$ cat config.mk
export PLATFORM = sky130hd
export DESIGN_NAME = vmd_mode_detect
export DESIGN_NICKNAME = d
export VERILOG_FILES = /design/src/vmd_placeholder_note_unused.sv /design/src/vmd_pkg.sv /design/src/vmd_sync3.sv /design/src/vmd_mode_detect.sv
export SDC_FILE = /design/constraint.sdc
export NUM_CORES = 2
export LEC_CHECK = 0
export BUFFER_PORTS_ARGS = -buffer_cell sky130_fd_sc_hd__buf_2
export CAP_MARGIN = 20
export CELL_PAD_IN_SITES_DETAIL_PLACEMENT = 1
export CELL_PAD_IN_SITES_GLOBAL_PLACEMENT = 1
export CORE_ASPECT_RATIO = 1.4
export CORE_UTILIZATION = 53
export DETAILED_ROUTE_END_ITERATION = 8
export GPL_ROUTABILITY_DRIVEN = 0
export GPL_TIMING_DRIVEN = 0
export PLACE_DENSITY_LB_ADDON = 0.1
export SYNTH_ARGS = -nofsm -noshare
export SYNTH_HDL_FRONTEND = slang
export SYNTH_SLANG_ARGS = --single-unit
$ cat constraint.sdc
create_clock -name clk_sys -period 58.6 [get_ports clk_sys]
set_clock_uncertainty 0.2 [all_clocks]
set_input_delay 11.72 -clock clk_sys [delete_from_list [all_inputs] [get_ports clk_sys]]
set_output_delay 11.72 -clock clk_sys [all_outputs]
set_load 0.05 [all_outputs]
$ cat src/vmd_placeholder_note_unused.sv
`timescale 1ns/1ps
`default_nettype none
`default_nettype wire

$ cat src/vmd_pkg.sv
package vmd_pkg;
   // register byte offsets, one aligned word each
   localparam logic [7:0] REG_SYNC = 8'h00;
   localparam logic [7:0] REG_LINES = 8'h04;
   localparam logic [7:0] REG_HCLK = 8'h08;
   localparam logic [7:0] REG_BPIX = 8'h0c;
   localparam logic [7:0] REG_BLIN = 8'h10;
   localparam logic [7:0] REG_APIX = 8'h14;
   localparam logic [7:0] REG_CTRL = 8'h18;
   localparam logic [7:0] REG_ALIN = 8'h1c;
   localparam logic [7:0] REG_REFCOL = 8'h20;
   localparam logic [7:0] REG_REFLIN = 8'h24;
   localparam logic [7:0] REG_REFPIX = 8'h28;
   localparam logic [7:0] REG_REFRGB = 8'h2c;
   localparam logic [7:0] REG_IRQST = 8'h30;
   localparam logic [7:0] REG_IRQMSK = 8'h34;
   // control fields
   localparam int CTRL_CLR_BIT = 0;
   localparam int CTRL_DBL_BIT = 1;
   // sync status fields
   localparam int SYNC_VPOL_BIT = 0;
   localparam int SYNC_HPOL_BIT = 1;
   localparam int SYNC_VMISS_BIT = 2;
   localparam int SYNC_HMISS_BIT = 3;
   // interrupt fields
   localparam int IRQ_W = 2;
   localparam int IRQ_MODE_BIT = 0;
   localparam int IRQ_FRAME_BIT = 1;
   // reset values
   localparam logic [IRQ_W-1:0] IRQMSK_RST = 2'h1;
   localparam logic [7:0] REFCOL_RST = 8'h10;
   localparam logic CTRL_DBL_RST = 1'b0;
   // timing
   localparam int unsigned CLK_MHZ = 125;
   localparam int unsigned HS_LOSS_US = 100;
   localparam int unsigned VS_LOSS_MS = 100;
   localparam int unsigned HS_LOSS_CYC = HS_LOSS_US * CLK_MHZ;
   localparam int unsigned VS_LOSS_CYC = VS_LOSS_MS * 1000 * CLK_MHZ;
   localparam int LOSS_W = 24;
endpackage : vmd_pkg

$ cat src/vmd_sync3.sv
`timescale 1ns/1ps
`default_nettype none
module vmd_sync3 #(
   parameter int W = 4
) (
   // clock and reset
   input wire logic clk_sys,
   input wire logic sys_rst,
   // asynchronous pins in, filtered copy out
   input wire logic [W-1:0] din,
   output logic [W-1:0] dout
);
   logic [W-1:0] s1_r;
   logic [W-1:0] s2_r;
   logic [W-1:0] s3_r;

   // three-stage chain; s1 feeds only s2
   always_ff @(posedge clk_sys or posedge sys_rst) begin
      if (sys_rst) begin
         s1_r <= '0;
         s2_r <= '0;
         s3_r <= '0;
      end else begin
         s1_r <= din;
         s2_r <= s1_r;
         s3_r <= s2_r;
      end
   end

   // a bit changes only once stages two and three agree
   genvar i;
   generate
      for (i = 0; i < W; i++) begin : g_bit
         always_ff @(posedge clk_sys or posedge sys_rst) begin
            if (sys_rst) begin
               dout[i] <= 1'b0;
            end else if (s2_r[i] == s3_r[i]) begin
               dout[i] <= s3_r[i];
            end
         end
      end
   endgenerate
endmodule : vmd_sync3
`default_nettype wire

$ cat src/vmd_mode_detect.sv
// The placing of the registers and register access over AHB-Lite were left to the implementer.
`timescale 1ns/1ps
`default_nettype none
// What this block does
// (RQ1) report each sync polarity flag, 1 = active high, active edge falling
// (RQ2) flag vertical and horizontal sync as missing when no edges arrive
// (RQ3) report the number of lines in one full input frame
// (RQ4) report line length in reference clock periods
// (RQ5) reference is panel clock in double mode, half of it in single
// (RQ6) any flag or counter change raises the active-low interrupt
// (RQ7) writing 1 to the clear bit at address 24 clears the interrupt
// (RQ8) report back-porch blanking pixels and lines after sync end
// (RQ9) report active pixels per line and active lines per frame
// (RQ10) pixel is blanking when red, green and blue are all below threshold
// (RQ11) capture red, green, blue of the pixel at probe line and column
// (RQ12) the external converters supply the sample clock with the pixels
// (RQ13) results update once per frame, compared with last reported value
module vmd_mode_detect #(
   parameter int CW = 16,
   parameter int CDW = 8,
   parameter int unsigned HS_LOSS = vmd_pkg::HS_LOSS_CYC,
   parameter int unsigned VS_LOSS = vmd_pkg::VS_LOSS_CYC
) (
   // clock and reset
   input wire logic clk_sys,
   input wire logic sys_rst,
   // ahb-lite slave
   input wire logic hsel,
   input wire logic [31:0] haddr,
   input wire logic [1:0] htrans,
   input wire logic hwrite,
   input wire logic [2:0] hsize,
   input wire logic [31:0] hwdata,
   input wire logic hready,
   output logic hreadyout,
   output logic [31:0] hrdata,
   output logic hresp,
   // video input pins
   input wire logic vert_sync_in,
   input wire logic horiz_sync_in,
   input wire logic sample_clock,
   input wire logic panel_clock,
   input wire logic [CDW-1:0] pix_red,
   input wire logic [CDW-1:0] pix_green,
   input wire logic [CDW-1:0] pix_blue,
   // interrupt
   output logic irq_n
);
   localparam int IW = 4 + 3 * CDW;

   logic [IW-1:0] inF;
   logic [3:0] edgePrev_r;
   logic [1:0] syncF;
   logic [1:0] syncPol;
   logic [1:0] syncMiss;
   logic [1:0] actEdge;
   logic vsAct;
   logic hsAct;
   logic sampleRise;
   logic pclkRise;
   logic [CDW-1:0] pixR;
   logic [CDW-1:0] pixG;
   logic [CDW-1:0] pixB;
   logic pixBlank;
   logic pixEv;
   logic refHalf_r;
   logic refTick;
   logic [CW-1:0] lineCnt_r;
   logic [CW-1:0] pixCnt_r;
   logic [CW-1:0] refCnt_r;
   logic [CW-1:0] lineClk_r;
   logic [CW-1:0] firstPix_r;
   logic [CW-1:0] lastPix_r;
   logic [CW-1:0] firstLine_r;
   logic [CW-1:0] lastLine_r;
   logic seen_r;
   logic [CW-1:0] vLines_r;
   logic [CW-1:0] hClk_r;
   logic [CW-1:0] bPix_r;
   logic [CW-1:0] aPix_r;
   logic [CW-1:0] bLin_r;
   logic [CW-1:0] aLin_r;
   logic [CW-1:0] bPixNxt;
   logic [CW-1:0] aPixNxt;
   logic [CW-1:0] bLinNxt;
   logic [CW-1:0] aLinNxt;
   logic [3:0] flagsPrev_r;
   logic modeChange;
   logic [3*CDW-1:0] refRgb_r;
   logic ctrlDbl_r;
   logic [CDW-1:0] refCol_r;
   logic [CW-1:0] refLine_r;
   logic [CW-1:0] refPix_r;
   logic [vmd_pkg::IRQ_W-1:0] irqStat_r;
   logic [vmd_pkg::IRQ_W-1:0] irqMask_r;
   logic [vmd_pkg::IRQ_W-1:0] irqEv;
   logic [vmd_pkg::IRQ_W-1:0] irqClr;
   logic accept;
   logic rdReq;
   logic wrPend_r;
   logic [7:0] wrAddr_r;
   logic [31:0] rdMux;
   logic [31:0] hrdata_r;
   logic clrWr;
   logic rdStat;

   // all pins pass the three-stage filter together
   vmd_sync3 #(.W(IW)) uSync (
      .clk_sys(clk_sys),
      .sys_rst(sys_rst),
      .din({pix_blue, pix_green, pix_red, panel_clock, sample_clock,
            horiz_sync_in, vert_sync_in}),
      .dout(inF)
   );

   assign syncF = inF[1:0];
   assign pixR = inF[4+CDW-1:4];
   assign pixG = inF[4+2*CDW-1:4+CDW];
   assign pixB = inF[4+3*CDW-1:4+2*CDW];

   // previous filtered levels for edge finding
   always_ff @(posedge clk_sys or posedge sys_rst) begin
      if (sys_rst) begin
         edgePrev_r <= 4'h0;
      end else begin
         edgePrev_r <= inF[3:0];
      end
   end

   assign sampleRise = inF[2] & ~edgePrev_r[2]; // RQ12
   assign pclkRise = inF[3] & ~edgePrev_r[3];

   // per sync: pulse widths, polarity and loss watch (0 vertical, 1 horiz)
   genvar g;
   generate
      for (g = 0; g < 2; g++) begin : g_sync
         localparam int unsigned LIM = (g == 0) ? VS_LOSS : HS_LOSS;
         localparam logic [vmd_pkg::LOSS_W-1:0] LIMV =
            LIM[vmd_pkg::LOSS_W-1:0];
         logic rise;
         logic fall;
         logic [vmd_pkg::LOSS_W-1:0] run_r;
         logic [vmd_pkg::LOSS_W-1:0] hi_r;
         logic [vmd_pkg::LOSS_W-1:0] lo_r;
         logic [vmd_pkg::LOSS_W-1:0] loss_r;
         logic pol_r;
         logic miss_r;

         assign rise = syncF[g] & ~edgePrev_r[g];
         assign fall = ~syncF[g] & edgePrev_r[g];

         // run length of the current level, latched at each edge
         always_ff @(posedge clk_sys or posedge sys_rst) begin
            if (sys_rst) begin
               run_r <= '0;
               hi_r <= '0;
               lo_r <= '0;
            end else begin
               if (rise | fall) begin
                  run_r <= {{(vmd_pkg::LOSS_W-1){1'b0}}, 1'b1};
               end else if (run_r != '1) begin
                  run_r <= run_r + 1'b1;
               end
               if (fall) begin
                  hi_r <= run_r;
               end
               if (rise) begin
                  lo_r <= run_r;
               end
            end
         end

         // shorter level is the pulse: high shorter means active high
         always_ff @(posedge clk_sys or posedge sys_rst) begin
            if (sys_rst) begin
               pol_r <= 1'b0;
            end else begin
               pol_r <= (hi_r < lo_r); // RQ1
            end
         end

         // no edge for the loss time means the sync is absent
         always_ff @(posedge clk_sys or posedge sys_rst) begin
            if (sys_rst) begin
               loss_r <= '0;
               miss_r <= 1'b0;
            end else begin
               if (rise | fall) begin
                  loss_r <= '0;
               end else if (loss_r != LIMV) begin
                  loss_r <= loss_r + 1'b1;
               end
               miss_r <= (loss_r == LIMV) & ~(rise | fall); // RQ2
            end
         end

         assign syncPol[g] = pol_r;
         assign syncMiss[g] = miss_r;
         // active edge ends the pulse
         assign actEdge[g] = pol_r ? fall : rise; // RQ1

      end
   endgenerate

   assign vsAct = actEdge[0];
   assign hsAct = actEdge[1];

   // reference tick: every rising panel edge, or every second one in single mode
   always_ff @(posedge clk_sys or posedge sys_rst) begin
      if (sys_rst) begin
         refHalf_r <= 1'b0;
      end else if (pclkRise) begin
         refHalf_r <= ~refHalf_r;
      end
   end

   assign refTick = pclkRise & (ctrlDbl_r | refHalf_r); // RQ5

   // line and pixel positions
   always_ff @(posedge clk_sys or posedge sys_rst) begin
      if (sys_rst) begin
         lineCnt_r <= '0;
         pixCnt_r <= '0;
      end else begin
         if (vsAct) begin
            lineCnt_r <= '0;
         end else if (hsAct) begin
            lineCnt_r <= lineCnt_r + 1'b1; // RQ3
         end
         if (hsAct) begin
            pixCnt_r <= '0;
         end else if (sampleRise) begin
            pixCnt_r <= pixCnt_r + 1'b1;
         end
      end
   end

   // line length in reference periods
   always_ff @(posedge clk_sys or posedge sys_rst) begin
      if (sys_rst) begin
         refCnt_r <= '0;
         lineClk_r <= '0;
      end else begin
         if (hsAct) begin
            refCnt_r <= '0;
            lineClk_r <= refCnt_r; // RQ4
         end else if (refTick) begin
            refCnt_r <= refCnt_r + 1'b1;
         end
      end
   end

   // blanking test against the threshold colour
   assign pixBlank = (pixR < refCol_r) && (pixG < refCol_r) &&
                     (pixB < refCol_r); // RQ10
   assign pixEv = sampleRise & ~hsAct & ~vsAct & ~pixBlank;

   // extent of active video over the frame
   always_ff @(posedge clk_sys or posedge sys_rst) begin
      if (sys_rst) begin
         firstPix_r <= '1;
         lastPix_r <= '0;
         firstLine_r <= '0;
         lastLine_r <= '0;
         seen_r <= 1'b0;
      end else if (vsAct) begin
         firstPix_r <= '1;
         lastPix_r <= '0;
         seen_r <= 1'b0;
      end else if (pixEv) begin
         seen_r <= 1'b1;
         if (pixCnt_r < firstPix_r) begin
            firstPix_r <= pixCnt_r; // RQ8
         end
         if (pixCnt_r > lastPix_r) begin
            lastPix_r <= pixCnt_r; // RQ9
         end
         if (!seen_r) begin
            firstLine_r <= lineCnt_r; // RQ8
         end
         lastLine_r <= lineCnt_r; // RQ9
      end
   end

   // new frame results; zero when no active pixel was seen
   assign bPixNxt = seen_r ? firstPix_r : '0;
   assign aPixNxt = seen_r ? CW'(lastPix_r - firstPix_r + 1'b1) : '0;
   // lines strictly between the frame start and the first active line
   assign bLinNxt = seen_r ? CW'(firstLine_r - 1'b1) : '0; // RQ8
   assign aLinNxt = seen_r ? CW'(lastLine_r - firstLine_r + 1'b1) : '0;

   // reported results, committed at each frame start
   always_ff @(posedge clk_sys or posedge sys_rst) begin
      if (sys_rst) begin
         vLines_r <= '0;
         hClk_r <= '0;
         bPix_r <= '0;
         aPix_r <= '0;
         bLin_r <= '0;
         aLin_r <= '0;
      end else if (vsAct) begin
         vLines_r <= lineCnt_r; // RQ3 RQ13
         hClk_r <= lineClk_r; // RQ4 RQ13
         bPix_r <= bPixNxt; // RQ8
         aPix_r <= aPixNxt; // RQ9
         bLin_r <= bLinNxt; // RQ8
         aLin_r <= aLinNxt; // RQ9
      end
   end

   // change against the previously reported values
   always_ff @(posedge clk_sys or posedge sys_rst) begin
      if (sys_rst) begin
         flagsPrev_r <= 4'h0;
      end else begin
         flagsPrev_r <= {syncMiss, syncPol};
      end
   end

   assign modeChange = ({syncMiss, syncPol} != flagsPrev_r) ||
      (vsAct && ((vLines_r != lineCnt_r) || (hClk_r != lineClk_r) ||
      (bPix_r != bPixNxt) || (aPix_r != aPixNxt) ||
      (bLin_r != bLinNxt) || (aLin_r != aLinNxt))); // RQ6 RQ13

   // probe pixel capture
   always_ff @(posedge clk_sys or posedge sys_rst) begin
      if (sys_rst) begin
         refRgb_r <= '0;
      end else if (sampleRise && !hsAct && (lineCnt_r == refLine_r) &&
                   (pixCnt_r == refPix_r)) begin
         refRgb_r <= {pixR, pixG, pixB}; // RQ11
      end
   end

   // sticky events; a new event wins over a clear
   assign irqEv[vmd_pkg::IRQ_MODE_BIT] = modeChange;
   assign irqEv[vmd_pkg::IRQ_FRAME_BIT] = vsAct;
   assign irqClr = (rdStat | clrWr) ? '1 : '0; // RQ7

   always_ff @(posedge clk_sys or posedge sys_rst) begin
      if (sys_rst) begin
         irqStat_r <= '0;
      end else begin
         irqStat_r <= (irqStat_r & ~irqClr) | irqEv; // RQ6
      end
   end

   assign irq_n = ~|(irqStat_r & irqMask_r); // RQ6

   // bus handshake; a read right after a write waits one cycle
   assign accept = hsel & htrans[1] & hready;
   assign rdReq = hsel & htrans[1] & ~hwrite;
   assign hreadyout = ~(wrPend_r & rdReq);
   assign hresp = 1'b0;
   assign hrdata = hrdata_r;
   assign rdStat = accept & ~hwrite & (haddr[7:0] == vmd_pkg::REG_IRQST);
   assign clrWr = wrPend_r & (wrAddr_r == vmd_pkg::REG_CTRL) &
                  hwdata[vmd_pkg::CTRL_CLR_BIT]; // RQ7

   // address phase capture
   always_ff @(posedge clk_sys or posedge sys_rst) begin
      if (sys_rst) begin
         wrPend_r <= 1'b0;
         wrAddr_r <= 8'h00;
      end else begin
         wrPend_r <= accept & hwrite;
         if (accept) begin
            wrAddr_r <= haddr[7:0];
         end
      end
   end

   // read selection; unmapped addresses read zero
   always_comb begin
      rdMux = 32'h0;
      if (haddr[31:8] == 24'h0) begin
         case (haddr[7:0])
            vmd_pkg::REG_SYNC: rdMux[3:0] = {syncMiss, syncPol};
            vmd_pkg::REG_LINES: rdMux[CW-1:0] = vLines_r;
            vmd_pkg::REG_HCLK: rdMux[CW-1:0] = hClk_r;
            vmd_pkg::REG_BPIX: rdMux[CW-1:0] = bPix_r;
            vmd_pkg::REG_BLIN: rdMux[CW-1:0] = bLin_r;
            vmd_pkg::REG_APIX: rdMux[CW-1:0] = aPix_r;
            vmd_pkg::REG_ALIN: rdMux[CW-1:0] = aLin_r;
            vmd_pkg::REG_CTRL: rdMux[vmd_pkg::CTRL_DBL_BIT] = ctrlDbl_r;
            vmd_pkg::REG_REFCOL: rdMux[CDW-1:0] = refCol_r;
            vmd_pkg::REG_REFLIN: rdMux[CW-1:0] = refLine_r;
            vmd_pkg::REG_REFPIX: rdMux[CW-1:0] = refPix_r;
            vmd_pkg::REG_REFRGB: rdMux[3*CDW-1:0] = refRgb_r;
            vmd_pkg::REG_IRQST: rdMux[vmd_pkg::IRQ_W-1:0] = irqStat_r;
            vmd_pkg::REG_IRQMSK: rdMux[vmd_pkg::IRQ_W-1:0] = irqMask_r;
            default: rdMux = 32'h0;
         endcase
      end
   end

   // read data registered at address phase
   always_ff @(posedge clk_sys or posedge sys_rst) begin
      if (sys_rst) begin
         hrdata_r <= 32'h0;
      end else if (accept && !hwrite) begin
         hrdata_r <= rdMux;
      end
   end

   // register writes in the data phase
   always_ff @(posedge clk_sys or posedge sys_rst) begin
      if (sys_rst) begin
         ctrlDbl_r <= vmd_pkg::CTRL_DBL_RST;
         refCol_r <= vmd_pkg::REFCOL_RST;
         refLine_r <= '0;
         refPix_r <= '0;
         irqMask_r <= vmd_pkg::IRQMSK_RST;
      end else if (wrPend_r) begin
         case (wrAddr_r)
            vmd_pkg::REG_CTRL: ctrlDbl_r <= hwdata[vmd_pkg::CTRL_DBL_BIT];
            vmd_pkg::REG_REFCOL: refCol_r <= hwdata[CDW-1:0];
            vmd_pkg::REG_REFLIN: refLine_r <= hwdata[CW-1:0];
            vmd_pkg::REG_REFPIX: refPix_r <= hwdata[CW-1:0];
            vmd_pkg::REG_IRQMSK: irqMask_r <= hwdata[vmd_pkg::IRQ_W-1:0];
            default: ctrlDbl_r <= ctrlDbl_r;
         endcase
      end
   end
endmodule : vmd_mode_detect
`default_nettype wire

# ---- Word level (Yosys, flattened, before mapping)
# Cells that the tools add are included.
dict set report totals {
  ff_bits 652
  in_bits 102
  word_cells 269
  output_inout_bits 35
}
dict set report op_classes {
  addsub 12
  magnitude_cmp 7
  n_mux 36
  eq_ne 61
  n_reduce_logical 38
  n_bitwise 44
}
# operator n
set op_table {}
lappend op_table {{16-bit 2-to-1 mux} 16}
lappend op_table {{24-bit 2-to-1 mux} 9}
lappend op_table {{24-bit by 1-bit adder with 24-bit output (second input constant)} 4}
lappend op_table {{16-bit inequality test} 6}
lappend op_table {{16-bit by 1-bit adder with 16-bit output (second input constant)} 5}
lappend op_table {{8-bit by 6-bit equality test with 1-bit output (second input constant)} 10}
lappend op_table {{24-bit inequality test (second input constant)} 3}
lappend op_table {{8-bit one-hot mux with 9 select lines} 1}
lappend op_table {{24-bit < comparator} 2}
lappend op_table {{8-bit by 5-bit equality test with 1-bit output (second input constant)} 5}
lappend op_table {{4-bit one-hot mux with 10 select lines} 1}
lappend op_table {{16-bit equality test} 2}
lappend op_table {{16-bit subtractor} 2}
lappend op_table {{1-bit equality test} 28}
lappend op_table {{24-bit by 14-bit equality test with 1-bit output (second input constant)} 1}
lappend op_table {{24-bit equality test (second input constant)} 1}
lappend op_table {{24-bit zero test} 1}
lappend op_table {{8-bit < comparator} 3}
lappend op_table {{24-bit by 14-bit inequality test with 1-bit output (second input constant)} 1}
lappend op_table {{2-bit one-hot mux with 11 select lines} 1}
lappend op_table {{1-bit AND} 21}
lappend op_table {{2-bit nonzero test} 10}
lappend op_table {{8-bit by 4-bit equality test with 1-bit output (second input constant)} 2}
lappend op_table {{16-bit greater-than comparator} 1}
lappend op_table {{21 further kinds} 62}

# ---- Longest topological paths before layout
dict set report logic_depth {
  ltp_word 10
  depth_mapped 15
  mapped_depth_nobuf 15
}

# ---- By module
# From an unflattened synthesis, not the netlist that was laid out.
dict set report hier_totals {
  cells_unflattened 3146
  hier_area_um2 32513.7
}
# module area_each_um2 seq_area_each_um2 n_inst cells_each
set by_module_without_submodules {}
lappend by_module_without_submodules {vmd_mode_detect 29391.9 13335.3 1 3005}
lappend by_module_without_submodules {vmd_sync3 3121.7 2802.7 1 141}

# ---- Worst setup path before layout
# Ideal clock, no wire load.
dict set report synth_path {
  kind {input -> output}
  startpoint {in hwrite}
  endpoint {out hreadyout}
  arrival_time_ps 12272
  required_time_ps 46680
  path_stages 3
  path_slack_ps 34408
  path_buffers 0
  cell_sequence {inv_1 and3_1 nand2_1}
}
dict set report synth_via {
  elab_chain_len 4
}
# item line
set synth_rtl {}
lappend synth_rtl {{from (decl)} vmd_mode_detect.sv:31} ;# input wire logic hwrite,
lappend synth_rtl {{1-bit inverter} vmd_mode_detect.sv:352} ;# assign rdReq = hsel & htrans[1] & ~hwrite;
lappend synth_rtl {{1-bit AND} vmd_mode_detect.sv:352}
lappend synth_rtl {{1-bit AND} vmd_mode_detect.sv:353} ;# assign hreadyout = ~(wrPend_r & rdReq);
lappend synth_rtl {{1-bit inverter} vmd_mode_detect.sv:353}
lappend synth_rtl {{to (decl)} vmd_mode_detect.sv:35} ;# output logic hreadyout,
# No other way between the ends.

# ---- Worst setup path after layout
# Ends and elaborated chain as after synthesis.

==> results.md <==
- Wire length the detailed router placed on met1: 39200 um
- Antenna-violating nets left: 0
- Critical Path, Cell by Cell: buf_2 -> inv_1 -> and3_1 -> nand2_1 -> buf_2
- RSZ-0062 raised after global routing: no
- Post-detailed-routing wire length: 111000 um
- DP HPWL: 82300 um
- Total congestion overflow after global routing: 0
- Share of the yosys chip area belonging to registers: 0.494
- Share of final-layout standard cells stronger than drive strength 1: 0.122
- CP required: 46.68 ns
- Internal reg-to-reg setup slack: 53.36 ns
- Maximum number of pins on one net before global-route repair: 130
- Type of the worst min-delay path: reg -> reg
- Slowest-stage cell, CP: sky130_fd_sc_hd__buf_2
- Core ar.: 60900 um^2
- Clock transition at the register clock pins on the worst setup and hold paths after CTS: 0.06 ns
- Vias in the first global route: 28500
- Area post-placement: 34400 um^2
- Clock tree from TritonCTS: built
- Setup violation total in the final timing report: 0
- Max Root-Sink Buffers: 3
- Maxcap violations: 0
- Most frequent cell on the critical path: sky130_fd_sc_hd__buf_2
- Insertion delay to the later sink of the worst-skew pair: 0.62 ns
- Count of yosys warnings during synthesis: 0
- Peak ir drop on the vdd network: 0.0280 mV
- Detailed Route Iter0 Violations: 2169
- Commonest cells after routing, fill and taps aside: 626 x sky130_fd_sc_hd__dfrtp_1, 394 x sky130_fd_sc_hd__nand2_1, 172 x sky130_fd_sc_hd__o21ai_0
- Power density over cell area: 38.5 nW/um^2
- Total negative slack: 0 ns
- Hold Vio Cnt, Final: 0
- Post-synthesis register bit count: 644
- Cell row count: 107
- Global router's overall resource usage: 0.363
- Minimum clock period after layout: 24.35 ns
- Layout Cell Area excl Fill: 36700 um^2
- Via density per instance: 6.24
- Actual transition at the worst max-transition pin: 1.17 ns
- Num CTS Buffers: 66
- Arrival time at the worst endpoint: 12.43 ns
- Highest routing layer actually used: met5
- Die extent in x: 212 um
- Most common library cell in the layout ignoring fill and taps: sky130_fd_sc_hd__dfrtp_1
- Critical Path Sink Type: output pin
- Startpoint class of the critical path: primary input
- Commonest register cell after synthesis: sky130_fd_sc_hd__dfrtp_1
- Share of async-settable or async-resettable flops after synthesis: 1.00
- Count of instances resized after the clock tree is built: 0
- Max-slew violation total from the final report: 0
- Number of H-tree levels: 3
- Height of the die: 296 um
- Leakage power of the design: 17.1 nW
- Number of nets in the final layout: 3633
- Number of instances in the synthesized netlist: 3169
- # port buffers: 105
- Met3 WL post-DR: 7380 um
- Max incr delay on CP: 0.26 ns
- Cell Area, Synth: 32700 um^2
- Number of distinct library cells after synthesis: 79
- Die Footprint: 62600 um^2
- Library cell used as clock root buffer: sky130_fd_sc_hd__clkbuf_16
- Maximum clock rate: 0.0411 GHz
- DRC violation count after routing: 0
- Antenna violations before repair: 5
- Area added between synthesis and finish: 12.2%
- Post-cts hold buffer count: 0
- Result of the run: complete, no violations
- Global-route wire length before repair: 170000 um
- Number of enable flip-flop cells after synthesis: 0
- Met2 WL: 55200 um
- Number of ports placed on the die boundary: 137
- Final core utilization: 0.602
- Starting Density: 0.536
- TritonCTS sink count: 644
- Worst-path fanout max: 3
- Via Count: 26400
- Classification of the worst setup path: in -> out
- Share of the cycle needed by the critical path after routing: 0.416
- Worst max-slew margin expressed relative to the limit: 0.194
- Average wire per standard cell: 26.3 um
- Number of detailed-routing iterations run before antenna repair: 6
- Worst Hold Margin: 0.149 ns
- Post-CTS Setup Bufs: 0
- Mean instance size in the synthesized netlist: 10.3 um^2
- Fillcell total: 6568
==> state kept, by name, indices dropped and copies added, names as in the netlist, 24 cells and up <==
name	cells
g_sync.hi_r	48
g_sync.lo_r	48
g_sync.loss_r	48
g_sync.run_r	48
hrdata	24
refRgb_r	24
uSync.dout	28
uSync.s1_r	28
uSync.s2_r	28
uSync.s3_r	28
==> through the flow <==
step	total power, mW	instances	setup slack (ns)
CTS	1.40	4223	34.25
floorplan	0.799	3177	28.67
global route	1.46	4225	34.24
detailed placement	0.959	4106	34.28
finish	1.41	4227	34.25
global placement	0.937	4099	22.12
==> worst max-delay path: cells and delay by family <==
family        cells  cell delay (ns)
buf+inv           3             0.41
simple gates      2             0.29
==> cell families after synthesis <==
kind of cell | count (synthesis) | synth area share
AND/OR/NAND/NOR | 1040 | 0.156
flip-flops | 644 | 0.494
AO/OA/AOI/OAI | 552 | 0.112
buffers and inverters | 313 | 0.0375
XOR/XNOR | 242 | 0.0658
adder cells (fa/ha/maj) | 200 | 0.0749
multiplexers | 177 | 0.0599
other | 1 | 0.000115
==> metal layers <==
metal | track usage | vias up
met5 | 0 | -
met4 | 0.278 | 8
met3 | 0.0728 | 416
met2 | 0.622 | 1010
met1 | 0.396 | 13500
li1 | - | 11500
==> power breakdown <==
| group | leakage (nW) | internal (mW) | switching [mW] |
|---|---|---|---|
| clock | 1.10 | 0.253 | 0.183 |
| sequential | 8.45 | 0.496 | 0.0737 |
| combinational | 7.54 | 0.142 | 0.263 |
==> final cells by class <==
| cell class | count | area [um^2] | share of cell area |
|---|---|---|---|
| multi-input cells | 2220 | 15300 | 0.418 |
| repair buffers | 114 | 702 | 0.0192 |
| diodes | 2 | 5.00 | 0.000137 |
| clock inverters | 20 | 195 | 0.00533 |
| clock buffers | 97 | 2020 | 0.0552 |
| inverters | 161 | 612 | 0.0167 |
| well taps | 817 | 1020 | 0.0279 |
| plain buffers | 152 | 621 | 0.0169 |
| flip-flops and latches | 644 | 16100 | 0.440 |
==> cells in the mapped netlist (all sizes together) (15+ instances only) <==
cell type / number / share of area
dfrtp: 626 / 0.48
nand2: 394 / 0.045
o21ai: 175 / 0.027
ha: 170 / 0.065
nor2: 168 / 0.019
inv: 160 / 0.018
mux2: 146 / 0.050
xnor2: 129 / 0.035
clkbuf: 126 / 0.014
xor2: 111 / 0.030
nand3: 97 / 0.015
a21oi: 85 / 0.013
nand4: 70 / 0.013
and2: 52 / 0.010
a21o: 41 / 0.0094
a22o: 41 / 0.011
nor3: 40 / 0.0061
nor4: 40 / 0.0079
and3: 35 / 0.0067
a22oi: 33 / 0.0076
mux2i: 31 / 0.0095
maj3: 28 / 0.0086
nand2b: 28 / 0.0054
buf: 26 / 0.0045
or3: 25 / 0.0048
nor2b: 22 / 0.0042
o31ai: 22 / 0.0051
a221oi: 21 / 0.0056
dfstp: 18 / 0.014
a211oi: 15 / 0.0034
==> final timing paths <==
kind,from,endpoint,depth (start not counted)
setup reg to reg,firstLine_r[0],irqStat_r[0],13
min in group asynchronous,sys_rst,uSync.s1_r[2],2
hold reg to reg,uSync.s1_r[20],uSync.s2_r[20],0
hold / removal,uSync.s1_r[20],uSync.s2_r[20],0
max in group asynchronous,sys_rst,g_sync[1].hi_r[7],6
setup / recovery,hwrite,hreadyout,5
(Power assumes the default switching activity.)
